--- config.mk ---
export PLATFORM = sky130hd
export DESIGN_NAME = fcs_top
export DESIGN_NICKNAME = d
export VERILOG_FILES = /design/src/rtl/fcs_pkg.sv /design/src/rtl/fcs_top.sv
export SDC_FILE = /design/constraint.sdc
export NUM_CORES = 1
export LEC_CHECK = 0
export ABC_CLOCK_PERIOD_IN_PS = 3200
export CORE_AREA = 4 4 112 114
export DETAILED_ROUTE_END_ITERATION = 6
export DIE_AREA = 0 0 116 118
export DONT_BUFFER_PORTS = 1
export GPL_TIMING_DRIVEN = 0
export PLACE_DENSITY = 0.74
export SLEW_MARGIN = 20
export SYNTH_ARGS = -nofsm -noshare
export SYNTH_HDL_FRONTEND = slang
export SYNTH_SLANG_ARGS = --single-unit
--- constraint.sdc ---
create_clock -name I_CLK -period 3.2 [get_ports I_CLK]
set_clock_uncertainty 0.05 [all_clocks]
set_input_delay 0.8 -clock I_CLK [delete_from_list [all_inputs] [get_ports I_CLK]]
set_output_delay 0.8 -clock I_CLK [all_outputs]
set_load 0.03 [all_outputs]
--- src/rtl/fcs_pkg.sv ---
// Package with register map, command codes and timing for the flash command sequencer.
package fcs_pkg;
  // Bus address width, array geometry, divider and timer widths.
  localparam int ADDR_W = 16;
  localparam int ARR_AW = 13;
  localparam int PAGE_LSB = 9;
  localparam int DIV_W = 6;
  localparam int TK_W = 15;

  // Register byte addresses; the array write window decodes on the top three bits.
  localparam logic [15:0] OFS_DIV = 16'h0000;
  localparam logic [15:0] OFS_STAT = 16'h0004;
  localparam logic [15:0] OFS_CMD = 16'h0008;
  localparam logic [2:0] ARR_SEL = 3'h1;

  // Status bit positions.
  localparam int ST_CBEF = 7;
  localparam int ST_CCF = 6;
  localparam int ST_ACCERR = 4;
  localparam int ST_BLANK = 2;
  // Divider register: bit 7 reads back as the written-once flag.
  localparam int DV_DONE = 7;

  // Command codes.
  localparam logic [7:0] CMD_BLANK = 8'h05;
  localparam logic [7:0] CMD_BYTE = 8'h20;
  localparam logic [7:0] CMD_BURST = 8'h25;
  localparam logic [7:0] CMD_PAGE = 8'h40;
  localparam logic [7:0] CMD_MASS = 8'h41;

  // Operation lengths in timing-clock periods.
  localparam logic [14:0] TK_BYTE = 15'h0009;
  localparam logic [14:0] TK_BURST = 15'h0004;
  localparam logic [14:0] TK_PAGE = 15'h0fa0;
  localparam logic [14:0] TK_MASS = 15'h4e20;
  localparam logic [14:0] TK_BLANK = 15'h0010;
  localparam logic [14:0] TK_ONE = 15'h0001;

  // Bus responses.
  localparam logic [1:0] RESP_OKAY = 2'h0;
  localparam logic [1:0] RESP_SLVERR = 2'h2;

  // Command sequence state.
  typedef enum logic [1:0] {
    SQ_IDLE = 2'b00,
    SQ_ADDR = 2'b01,
    SQ_CMD = 2'b10,
    SQ_BUSY = 2'b11
  } fcs_seq_t;

  // Latched array write plus buffered command.
  typedef struct packed {
    logic [12:0] addr;
    logic [7:0] data;
    logic [7:0] cmd;
  } fcs_req_t;
endpackage

--- src/rtl/fcs_top.sv ---
// Flash command sequencer with AXI4-Lite register access.
//
// The implementer's own choices: the AXI4-Lite slave port and the address map.
`timescale 1ns/1ns
// Operation
// RULE1: Software sets the divider so the timing clock is 150 to 200 kHz.
// RULE2: Divider register takes only its first write after reset.
// RULE3: Divider writes are refused while the access error flag is set.
// RULE4: Operations are timed in whole periods of the divided timing clock.
// RULE5: Byte program takes 9 periods, each burst byte 4 periods.
// RULE6: Page erase takes 4000 periods, mass erase 20000 periods.
// RULE7: Each sequence starts with an array write whose address and data are latched.
// RULE8: Page erase uses the page of the address; other data is ignored.
// RULE9: Command write is buffered; 0x05 blank, 0x20 byte, 0x25 burst.
// RULE10: Code 0x40 erases one page, 0x41 erases the whole array.
// RULE11: Any other command code sets the access error flag.
// RULE12: Writing one to the buffer-empty flag launches the buffered command.
// RULE13: Writing zero to it mid-sequence aborts and sets the access error.
// RULE14: Software clears error flags before starting a new sequence.
// RULE15: A complete flag rises when the launched operation finishes.
// RULE16: Sequence violations set status bit 4 and discard the command.
// RULE17: Program or erase before the divider is written is an access error.
// RULE18: Stop mode entry during an operation sets the access error.
// RULE19: Access error clears only on a written one.
// RULE20: Blank check sets status bit 2 when the array reads all 0xff.
// RULE21: Blank flag clears on a valid launch; direct writes do nothing.
// RULE22: Software never programs a byte twice without erasing first.
// RULE23: Complete flag drops at launch and rises after the operation ends.
module fcs_top
  import fcs_pkg::*;
(
  // Clock and reset.
  input wire logic I_CLK,
  input wire logic I_RESET_N,
  // AXI4-Lite write address and data.
  input wire logic I_AWVALID,
  output logic O_AWREADY,
  input wire logic [15:0] I_AWADDR,
  input wire logic I_WVALID,
  output logic O_WREADY,
  input wire logic [31:0] I_WDATA,
  input wire logic [3:0] I_WSTRB,
  // AXI4-Lite write response.
  output logic O_BVALID,
  input wire logic I_BREADY,
  output logic [1:0] O_BRESP,
  // AXI4-Lite read.
  input wire logic I_ARVALID,
  output logic O_ARREADY,
  input wire logic [15:0] I_ARADDR,
  output logic O_RVALID,
  input wire logic I_RREADY,
  output logic [31:0] O_RDATA,
  output logic [1:0] O_RRESP,
  // System and array side.
  input wire logic I_STOP,
  input wire logic I_ARR_ERASED,
  output logic [12:0] O_ARR_ADDR,
  output logic [7:0] O_ARR_DATA,
  output logic O_ARR_PROG,
  output logic O_ARR_PAGE_ERASE,
  output logic O_ARR_MASS_ERASE,
  output logic O_ARR_BLANK_CHK
);

  // Length of an operation in timing periods for a given command.
  function automatic logic [14:0] op_len(input logic [7:0] c);
    logic [14:0] n;
    n = TK_BLANK;
    if (c == CMD_BYTE) begin
      n = TK_BYTE;
    end else if (c == CMD_BURST) begin
      n = TK_BURST;
    end else if (c == CMD_PAGE) begin
      n = TK_PAGE;
    end else if (c == CMD_MASS) begin
      n = TK_MASS;
    end
    return n;
  endfunction

  // True for one of the five recognised codes.
  function automatic logic cmd_ok(input logic [7:0] c);
    return (c == CMD_BLANK) || (c == CMD_BYTE) || (c == CMD_BURST) ||
           (c == CMD_PAGE) || (c == CMD_MASS);
  endfunction

  // True when an address falls in the array write window.
  function automatic logic is_arr(input logic [15:0] a);
    return a[15:13] == ARR_SEL;
  endfunction

  // True for any mapped address.
  function automatic logic is_mapped(input logic [15:0] a);
    return (a == OFS_DIV) || (a == OFS_STAT) || (a == OFS_CMD) || is_arr(a);
  endfunction

  logic aw_hold_reg;
  logic [15:0] aw_addr_reg;
  logic w_hold_reg;
  logic [31:0] w_data_reg;
  logic [3:0] w_strb_reg;
  logic bvalid_reg;
  logic [1:0] bresp_reg;
  logic rvalid_reg;
  logic [31:0] rdata_reg;
  logic [1:0] rresp_reg;
  logic wr_fire;
  logic wr_lane;
  logic wr_div, wr_stat, wr_cmd, wr_arr;
  logic [5:0] div_val_reg;
  logic div_done_reg;
  logic [5:0] div_cnt_reg;
  logic tick;
  fcs_seq_t seq_reg;
  fcs_req_t req_reg;
  logic [14:0] op_cnt_reg;
  logic [14:0] op_len_reg;
  logic op_done;
  logic launch_go;
  logic seq_err;
  logic stop_reg;
  logic stop_err;
  logic accerr_reg, ccf_reg, blank_reg;
  logic [7:0] status;

  // Bus handshakes; the address and data channels are caught independently.
  assign O_AWREADY = ~aw_hold_reg;
  assign O_WREADY = ~w_hold_reg;
  assign O_BVALID = bvalid_reg;
  assign O_BRESP = bresp_reg;
  assign O_ARREADY = ~rvalid_reg;
  assign O_RVALID = rvalid_reg;
  assign O_RDATA = rdata_reg;
  assign O_RRESP = rresp_reg;

  // A write acts once both halves are held and the last response is gone.
  assign wr_fire = aw_hold_reg & w_hold_reg & ~bvalid_reg;
  assign wr_lane = wr_fire & w_strb_reg[0];
  assign wr_div = wr_lane & (aw_addr_reg == OFS_DIV);
  assign wr_stat = wr_lane & (aw_addr_reg == OFS_STAT);
  assign wr_cmd = wr_lane & (aw_addr_reg == OFS_CMD);
  assign wr_arr = wr_lane & is_arr(aw_addr_reg);

  // Write address channel.
  always_ff @(posedge I_CLK or negedge I_RESET_N) begin
    if (!I_RESET_N) begin
      aw_hold_reg <= 1'b0;
      aw_addr_reg <= '0;
    end else if (I_AWVALID && !aw_hold_reg) begin
      aw_hold_reg <= 1'b1;
      aw_addr_reg <= I_AWADDR;
    end else if (wr_fire) begin
      aw_hold_reg <= 1'b0;
    end
  end

  // Write data channel.
  always_ff @(posedge I_CLK or negedge I_RESET_N) begin
    if (!I_RESET_N) begin
      w_hold_reg <= 1'b0;
      w_data_reg <= '0;
      w_strb_reg <= '0;
    end else if (I_WVALID && !w_hold_reg) begin
      w_hold_reg <= 1'b1;
      w_data_reg <= I_WDATA;
      w_strb_reg <= I_WSTRB;
    end else if (wr_fire) begin
      w_hold_reg <= 1'b0;
    end
  end

  // Write response; unmapped addresses answer with a slave error.
  always_ff @(posedge I_CLK or negedge I_RESET_N) begin
    if (!I_RESET_N) begin
      bvalid_reg <= 1'b0;
      bresp_reg <= RESP_OKAY;
    end else if (wr_fire) begin
      bvalid_reg <= 1'b1;
      bresp_reg <= is_mapped(aw_addr_reg) ? RESP_OKAY : RESP_SLVERR;
    end else if (I_BREADY) begin
      bvalid_reg <= 1'b0;
    end
  end

  // Read channel; the array window reads as zero since reads go elsewhere.
  always_ff @(posedge I_CLK or negedge I_RESET_N) begin
    if (!I_RESET_N) begin
      rvalid_reg <= 1'b0;
      rdata_reg <= '0;
      rresp_reg <= RESP_OKAY;
    end else if (I_ARVALID && !rvalid_reg) begin
      rvalid_reg <= 1'b1;
      rresp_reg <= is_mapped(I_ARADDR) ? RESP_OKAY : RESP_SLVERR;
      if (I_ARADDR == OFS_DIV) begin
        rdata_reg <= {24'h000000, div_done_reg, 1'b0, div_val_reg};
      end else if (I_ARADDR == OFS_STAT) begin
        rdata_reg <= {24'h000000, status};
      end else if (I_ARADDR == OFS_CMD) begin
        rdata_reg <= {24'h000000, req_reg.cmd};
      end else begin
        rdata_reg <= '0;
      end
    end else if (I_RREADY) begin
      rvalid_reg <= 1'b0;
    end
  end

  // Divider register, written once after reset.
  always_ff @(posedge I_CLK or negedge I_RESET_N) begin
    if (!I_RESET_N) begin
      div_val_reg <= '0;
      div_done_reg <= 1'b0;
    // RULE2 RULE3 one-time gated write
    end else if (wr_div && !div_done_reg && !accerr_reg) begin
      div_val_reg <= w_data_reg[DIV_W-1:0];
      div_done_reg <= 1'b1;
    end
  end

  // Enable every div_val + 1 cycles; unwritten, it pulses each cycle so blank check ends.
  // RULE4 timing clock enable
  assign tick = div_cnt_reg == div_val_reg;
  always_ff @(posedge I_CLK or negedge I_RESET_N) begin
    if (!I_RESET_N) begin
      div_cnt_reg <= '0;
    end else if (!div_done_reg || tick) begin
      div_cnt_reg <= '0;
    end else begin
      div_cnt_reg <= div_cnt_reg + 6'h01;
    end
  end

  // Launch decision for a one written to the buffer-empty bit.
  // RULE17 divider before program
  assign launch_go = wr_stat && w_data_reg[ST_CBEF] && (seq_reg == SQ_CMD) &&
                     (div_done_reg || (req_reg.cmd == CMD_BLANK));

  // Every way the sequence can be broken; status writes count only while not busy.
  always_comb begin
    seq_err = 1'b0;
    // RULE16 sequence violations
    if (wr_arr && !accerr_reg && (seq_reg != SQ_IDLE)) begin
      seq_err = 1'b1;
    end else if (wr_cmd && (seq_reg != SQ_ADDR)) begin
      seq_err = 1'b1;
    // RULE11 illegal code
    end else if (wr_cmd && !cmd_ok(w_data_reg[7:0])) begin
      seq_err = 1'b1;
    end else if (wr_stat && (seq_reg != SQ_BUSY)) begin
      // RULE13 abort by zero
      if (!w_data_reg[ST_CBEF] && (seq_reg != SQ_IDLE)) begin
        seq_err = 1'b1;
      // RULE17 launch refused
      end else if (w_data_reg[ST_CBEF] && (seq_reg != SQ_IDLE) && !launch_go) begin
        seq_err = 1'b1;
      end
    end
  end

  // Stop entry is caught on its rising level while an operation runs.
  always_ff @(posedge I_CLK or negedge I_RESET_N) begin
    if (!I_RESET_N) begin
      stop_reg <= 1'b0;
    end else begin
      stop_reg <= I_STOP;
    end
  end
  // RULE18 stop during operation
  assign stop_err = I_STOP && !stop_reg && (seq_reg == SQ_BUSY);

  // RULE5 RULE6 operation length
  assign op_done = tick && (seq_reg == SQ_BUSY) && (op_cnt_reg + TK_ONE == op_len_reg);

  // Command sequence state machine.
  always_ff @(posedge I_CLK or negedge I_RESET_N) begin
    if (!I_RESET_N) begin
      seq_reg <= SQ_IDLE;
    end else begin
      case (seq_reg)
        SQ_IDLE: begin
          // RULE7 array write first
          if (wr_arr && !accerr_reg) begin
            seq_reg <= SQ_ADDR;
          end
        end
        SQ_ADDR: begin
          if (seq_err) begin
            seq_reg <= SQ_IDLE;
          end else if (wr_cmd) begin
            seq_reg <= SQ_CMD;
          end
        end
        SQ_CMD: begin
          // RULE12 launch
          if (launch_go) begin
            seq_reg <= SQ_BUSY;
          end else if (seq_err) begin
            seq_reg <= SQ_IDLE;
          end
        end
        SQ_BUSY: begin
          if (op_done || stop_err) begin
            seq_reg <= SQ_IDLE;
          end
        end
        default: begin
          seq_reg <= SQ_IDLE;
        end
      endcase
    end
  end

  // Latched address, data and buffered command.
  always_ff @(posedge I_CLK or negedge I_RESET_N) begin
    if (!I_RESET_N) begin
      req_reg <= '0;
    // RULE7 latch address and data
    end else if (wr_arr && !accerr_reg && (seq_reg == SQ_IDLE)) begin
      req_reg.addr <= aw_addr_reg[ARR_AW-1:0];
      req_reg.data <= w_data_reg[7:0];
    // RULE9 command buffer
    end else if (wr_cmd && (seq_reg == SQ_ADDR) && cmd_ok(w_data_reg[7:0])) begin
      req_reg.cmd <= w_data_reg[7:0];
    end
  end

  // Operation timer counting timing periods.
  always_ff @(posedge I_CLK or negedge I_RESET_N) begin
    if (!I_RESET_N) begin
      op_cnt_reg <= '0;
      op_len_reg <= '0;
    end else if (launch_go) begin
      op_cnt_reg <= '0;
      op_len_reg <= op_len(req_reg.cmd);
    end else if ((seq_reg == SQ_BUSY) && tick) begin
      op_cnt_reg <= op_cnt_reg + TK_ONE;
    end
  end

  // High-voltage and check enables toward the array, held for the operation.
  always_ff @(posedge I_CLK or negedge I_RESET_N) begin
    if (!I_RESET_N) begin
      O_ARR_PROG <= 1'b0;
      O_ARR_PAGE_ERASE <= 1'b0;
      O_ARR_MASS_ERASE <= 1'b0;
      O_ARR_BLANK_CHK <= 1'b0;
    end else if (launch_go) begin
      O_ARR_PROG <= (req_reg.cmd == CMD_BYTE) || (req_reg.cmd == CMD_BURST);
      // RULE10 page and mass erase
      O_ARR_PAGE_ERASE <= req_reg.cmd == CMD_PAGE;
      O_ARR_MASS_ERASE <= req_reg.cmd == CMD_MASS;
      O_ARR_BLANK_CHK <= req_reg.cmd == CMD_BLANK;
    end else if (op_done || stop_err) begin
      O_ARR_PROG <= 1'b0;
      O_ARR_PAGE_ERASE <= 1'b0;
      O_ARR_MASS_ERASE <= 1'b0;
      O_ARR_BLANK_CHK <= 1'b0;
    end
  end

  // Page erase drops the in-page offset so any address picks the page.
  // RULE8 page select
  assign O_ARR_ADDR = (req_reg.cmd == CMD_PAGE) ?
                      {req_reg.addr[ARR_AW-1:PAGE_LSB], {PAGE_LSB{1'b0}}} : req_reg.addr;
  assign O_ARR_DATA = req_reg.data;

  // Access error: a new event wins over a clear in the same cycle.
  always_ff @(posedge I_CLK or negedge I_RESET_N) begin
    if (!I_RESET_N) begin
      accerr_reg <= 1'b0;
    // RULE16 RULE18 set on error
    end else if (seq_err || stop_err) begin
      accerr_reg <= 1'b1;
    // RULE19 clear by one
    end else if (wr_stat && w_data_reg[ST_ACCERR]) begin
      accerr_reg <= 1'b0;
    end
  end

  // Complete flag: low from launch until the timer runs out or a stop aborts.
  always_ff @(posedge I_CLK or negedge I_RESET_N) begin
    if (!I_RESET_N) begin
      ccf_reg <= 1'b1;
    // RULE23 clear at launch
    end else if (launch_go) begin
      ccf_reg <= 1'b0;
    // RULE15 set at end
    end else if (op_done || stop_err) begin
      ccf_reg <= 1'b1;
    end
  end

  // Blank result; writes from software never reach it.
  always_ff @(posedge I_CLK or negedge I_RESET_N) begin
    if (!I_RESET_N) begin
      blank_reg <= 1'b0;
    // RULE21 clear on launch
    end else if (launch_go) begin
      blank_reg <= 1'b0;
    // RULE20 blank result
    end else if (op_done && O_ARR_BLANK_CHK) begin
      blank_reg <= I_ARR_ERASED;
    end
  end

  // Status byte; buffer-empty reads high whenever no sequence is open.
  always_comb begin
    status = 8'h00;
    status[ST_CBEF] = seq_reg == SQ_IDLE;
    status[ST_CCF] = ccf_reg;
    status[ST_ACCERR] = accerr_reg;
    status[ST_BLANK] = blank_reg;
  end

endmodule // fcs_top

==> results.cfg, run 1 <==
[run_status]
status = completed

[clocking]
cts_made_buffers = 9
clockBufferDepth = 2
clkSinkCount = 112
ctsHoldBuffers = 0
cts-htree-levels = 3
post_cts_resize_count = 0
cts_tree = done
post-cts-setup-buffers = 0
insertion_delay_ps = 350
clkSlewWorstSetupHoldPaths_ps = 80
cts-root-buf = clkbuf_16

[placed_design]
place_area_mm2 = 0.00595
hpwlAfterDp_um = 9170
io_buffers = 0
gp_routability_congestion = 0.836

[worst_setup_path]
path_max_fanout = 10
path_depth = 5
arrival_ps = 1960
cp.required_ps = 2350
startpoint_type = register
crit_buf_inv = 1
critPathKind = reg2out
startpoint = req_reg[5]
worst-r2r-cell-count = 8
r2r-start = op_cnt_reg[0]
r2r_end = blank_reg
reg2reg_slack_ps = 420
crit_family = simple AND/OR/NAND/NOR gates
endpoint = O_ARR_ADDR[5]
max_stage_delay_ps = 440
crit_chain = nor3_1 > nand3_1 > or2_2 > clkbuf_1 > and2_1
crit_slowest_cell = dfrtp_1
end_kind = output pin

[routing]
wire_per_inst_um = 17.1
vias = 3954
vias_per_cell = 5.54
wl_um = 12200
drc = 0
drtIter0Drc = 123
postRouteAntennaNets = 0
drt-pass1-iter-count = 4

[logic_synthesis]
ys.warnings.count = 0
ys_seq_elements = 112
ys.flop_type = dfrtp_1
synth_edf_count = 0
synth_area_mm2 = 0.00568
synth_top_area_cell = dfrtp_1
synth.avg_cell_area_um2 = 10.7
synthCells = 530
async_flop_share_pct = 100
synth_top_area_share_pct = 48.9
synth.top_cells.by_area = dfrtp_1 49%, mux2_2 11%, buf_4 5.0%
synth_cell_types = 58
yosysSeqAreaShare_pct = 49.4

[timing]
fin_tns_setup_ps = 0
relSlewSlack_pct = 44.2
report.final.slew_viol_count = 0
holdWs_ps = 84.7
timing.final.hold_violations = 0
post-route-period-util_pct = 87.9
setup-violations-final = 0
post-route-min-period_ps = 2810
fmax_mhz = 355
rsz0062_at_grt = false
tightest_slew_ps = 830

[power_and_ir_drop]
report.power.total_mw = 4.22
power.density_mw_per_mm2 = 674
power.leakage_nw = 2.90
vdd_drop_max_mv = 0.506

[finish]
drive_above_1_share_pct = 22.8
syn_to_final_growth_pct = 10.3
post-route-util_pct = 54.9
nNetsFinal = 645
antenna_cells = 0
final_area_mm2 = 0.00627
fillers = 1035
largest_reg_flops = 21

[die]
core_mm2 = 0.0114
num_io_pins = 143
die_h_um = 118
start_util_pct = 49.7
rows = 39
die_x_um = 116
die_area_mm2 = 0.0137

[global_route]
antenna_found_initial = 0
grt_pass1_vias = 3995
grt_pass1_wl_um = 20200
gr-total-overflow = 0
grt.total_usage_pct = 18.5
grt_max_degree = 113

[hold_path]
hold_path.class = in2async

[run]
cap_violations = 0
cells in the mapped netlist, drive strengths merged, types with 4 or more instances:
cell,instances
clkbuf,18
nand2,37
and2,12
nand3,14
a22oi,5
xnor2,8
nand2b,5
dfrtp,111
nand4,5
inv,15
nor2b,12
o21ai,31
mux2i,4
a21oi,11
nor3,9
nand4b,7
nor4,12
o31ai,13
and4,5
buf,43
nor2,30
xor2,12
mux2,57
area by class of cell:
| cell class | instances | area [um2] | area share (%) |
|---|---|---|---|
| Multi-Input combinational cell | 367 | 2540 | 40.5 |
| Inverter | 15 | 56.3 | 0.899 |
| Tap cell | 143 | 179 | 2.86 |
| Clock inverter | 7 | 88.8 | 1.42 |
| Buffer | 61 | 374 | 5.97 |
| Sequential cell | 112 | 2800 | 44.7 |
| Clock buffer | 9 | 225 | 3.59 |
power breakdown:
| part | switching (mW) | total (mW) | internal (mW) |
|---|---|---|---|
| combinational | 0.510 | 0.953 | 0.442 |
| clock | 0.551 | 1.18 | 0.626 |
| sequential | 0.395 | 2.10 | 1.70 |
| total | 1.46 | 4.22 | 2.77 |
per-stage QoR:
step                      std cells  setup WS (ps)
after floorplan                 555            908
after global placement          698            575
after detailed placement        698            504
after CTS                       714            365
after global routing            714            215
final                           714            386
metal layers:
metal / part of all wire (%) / vias up / GRT usage (%)
met4: 0.81 / 0 / 3.84
met3: 8.4 / 10 / 7.30
met5: 0 / - / 0
met1: 43 / 1918 / 24.2
li1: - / 1904 / -
met2: 48 / 122 / 29.2
placed cells by master (no fill, tap or decap), types with 3 or more instances in the layout:
| cell type | netlist | final |
|---|---|---|
| a211oi_1 | 3 | 3 |
| nand2_1 | 37 | 37 |
| conb_1 | 1 | 26 |
| a21oi_1 | 11 | 11 |
| inv_1 | 15 | 15 |
| nor4_1 | 11 | 11 |
| or3_1 | 3 | 3 |
| clkbuf_16 | 0 | 9 |
| nor2b_1 | 12 | 12 |
| o41ai_1 | 3 | 3 |
| a22oi_1 | 5 | 5 |
| xnor2_1 | 8 | 8 |
| buf_4 | 38 | 38 |
| and2_1 | 11 | 11 |
| dfrtp_1 | 111 | 111 |
| mux2_2 | 57 | 57 |
| o21a_1 | 3 | 3 |
| o211ai_1 | 3 | 3 |
| nand3b_1 | 3 | 3 |
| o21ai_0 | 31 | 31 |
| a31oi_1 | 3 | 3 |
| and4_1 | 5 | 5 |
| nor2_1 | 30 | 30 |
| clkbuf_1 | 18 | 18 |
| nand4b_1 | 7 | 7 |
| xor2_1 | 12 | 12 |
| or2_2 | 3 | 3 |
| a21o_1 | 3 | 3 |
| o31ai_1 | 13 | 13 |
| buf_1 | 3 | 3 |
| nand4_1 | 5 | 5 |
| mux2i_1 | 4 | 4 |
| nand2b_1 | 5 | 5 |
| nor3_1 | 9 | 9 |
| nand3_1 | 14 | 14 |
cell families after synthesis:
group	after synthesis	synth area share [%]
buffers and inverters	76	7.58
muxes	61	12.0
and+or+nand+nor	169	16.8
DFF	112	49.4
adders and majority gates	2	0.441
other	1	0.0660
AOI/OAI and AO/OA	89	10.6
xor gates and xnor gates	20	3.08
worst min path at each step:
stage	depth (start not counted)	to	slack [ps]
floorplan	1	op_cnt_reg[14]	410
global placement	1	op_cnt_reg[14]	430
detailed placement	1	req_reg[23]	440
CTS	0	op_cnt_reg[11]	70
global route	0	op_cnt_reg[10]	60
finish	0	op_cnt_reg[11]	80
Note: power is estimated with default switching activity, not from simulation.
==> inputs of run 2 (changes only) <==
--- a/config.mk
+++ b/config.mk
@@ -6,12 +6,12 @@
 export NUM_CORES = 1
 export LEC_CHECK = 0
 export ABC_CLOCK_PERIOD_IN_PS = 3200
-export CORE_AREA = 4 4 112 114
+export CORE_AREA = 4 4 113 104
 export DETAILED_ROUTE_END_ITERATION = 6
-export DIE_AREA = 0 0 116 118
+export DIE_AREA = 0 0 117 108
 export DONT_BUFFER_PORTS = 1
 export GPL_TIMING_DRIVEN = 0
-export PLACE_DENSITY = 0.74
+export PLACE_DENSITY = 0.79
 export SLEW_MARGIN = 20
 export SYNTH_ARGS = -nofsm -noshare
 export SYNTH_HDL_FRONTEND = slang
==> run 2 against run 1 <==
Compared with the run above: worst hold slack improved by 5.7 ps; largest cell class unchanged; critical endpoint is now O_ARR_ADDR[3]; critical path depth unchanged; core utilization increased by 3.8 points; combinational power is 2% higher.
==> results.cfg, run 2 (same netlist as run 1, synthesis figures left out) <==
[placed_design]
place_area_mm2 = 0.00594
hpwlAfterDp_um = 9270
gp_routability_congestion = 0.919
place_ws_ps = 561
io_buffers = 0
placed_cells = 688

[timing]
holdWs_ps = 90.4
fmax_mhz = 346
tightest_slew_ps = 827
rsz0062_at_grt = false
setup-violations-final = 0
setup_ws_ps = 310
timing.final.hold_violations = 0
fin_tns_setup_ps = 0
post-route-period-util_pct = 90.3
report.final.slew_viol_count = 0
relSlewSlack_pct = 44.4
post-route-min-period_ps = 2890

[global_route]
grt.total_usage_pct = 21.0
antenna_found_initial = 0
gr-total-overflow = 0
grt_max_degree = 113
grt_pass1_vias = 4070
grt_pass1_wl_um = 20800

[finish]
multiInputGateArea_mm2 = 0.00254
instances_no_fill = 704
drive_above_1_share_pct = 22.8
final_common_cell = dfrtp_1
nNetsFinal = 645
syn_to_final_growth_pct = 9.83
final_cell_mix = 111 x dfrtp_1, 57 x mux2_2, 38 x buf_4
ff_latch_area_mm2 = 0.00280
final_area_mm2 = 0.00624
antenna_cells = 0
fillers = 896
largest_reg_flops = 21
post-route-util_pct = 58.7

[routing]
drt-pass1-iter-count = 5
vias = 4030
wl_um = 12800
postRouteAntennaNets = 0
drtIter0Drc = 226
wire_per_inst_um = 18.2
drc = 0
vias_per_cell = 5.72

[power_and_ir_drop]
report.power.total_mw = 4.21
power.leakage_nw = 2.89
power.density_mw_per_mm2 = 675
vdd_drop_max_mv = 0.612

[die]
die_h_um = 108
die_area_mm2 = 0.0126
num_io_pins = 143
core_mm2 = 0.0106
start_util_pct = 53.4
die_x_um = 117
rows = 36

[worst_setup_path]
critPathKind = reg2out
end_kind = output pin
arrival_ps = 2040
reg2reg_slack_ps = 430
cp.required_ps = 2350
path_max_fanout = 10
startpoint_type = register

[clocking]
cts-htree-levels = 3
cts-root-buf = clkbuf_16
cts_made_buffers = 9
insertion_delay_ps = 350
clkSinkCount = 112
clkSlewWorstSetupHoldPaths_ps = 70
cts_tree = done
post-cts-setup-buffers = 0
ctsHoldBuffers = 0
post_cts_resize_count = 0
clockBufferDepth = 2

[run_status]
status = completed

[hold_path]
hold_path.class = in2async

[run]
cap_violations = 0
## run 2: cell types whose count changed in the layout (fill, tap and decap cells not counted), sizes merged
cell    previous run  this run
bufinv             1         0
clkbuf            27        28
clkinv             3         2
inv               18        19
## run 2: path summary, 6_finish.rpt
path,cells past startpoint,start,end
worst max-delay path,5,req_reg[5],O_ARR_ADDR[3]
worst min-delay path,0,I_RESET_N,O_RDATA[5]
worst max register to register,8,op_cnt_reg[0],blank_reg
worst min register to register,1,req_reg[22],req_reg[22]
max in group asynchronous,0,I_RESET_N,ccf_reg
min in group I_CLK,0,I_STOP,stop_reg
## run 2: final cells by class
cell class | count | share of cell area (%)
sequential | 112 | 45.0
multi-input combinational | 367 | 40.7
buffer | 61 | 6.00
clock buffer | 10 | 3.83
tap | 133 | 2.67
clock inverter | 6 | 0.943
inverter | 15 | 0.903
## run 2: worst max-delay path, stage by stage, from the launching register on
cell,delay [ps]
dfrtp_1,450
nor3_1,210
nand3_1,180
or2_2,320
clkbuf_1,200
and2_1,330
## run 2: power breakdown
part / internal, mW / switching, mW / total (mW)
sequential: 1.70 / 0.403 / 2.10
clock: 0.571 / 0.568 / 1.14
combinational: 0.443 / 0.528 / 0.971
total: 2.71 / 1.50 / 4.21
## run 2: metal layers
layer / up-vias / routed length, um / global-route usage, %
li1: 1900 / - / -
met1: 1958 / 5560 / 28.2
met2: 151 / 5940 / 33.2
met3: 21 / 1070 / 6.44
met4: 0 / 210 / 5.98
met5: - / 0 / 0
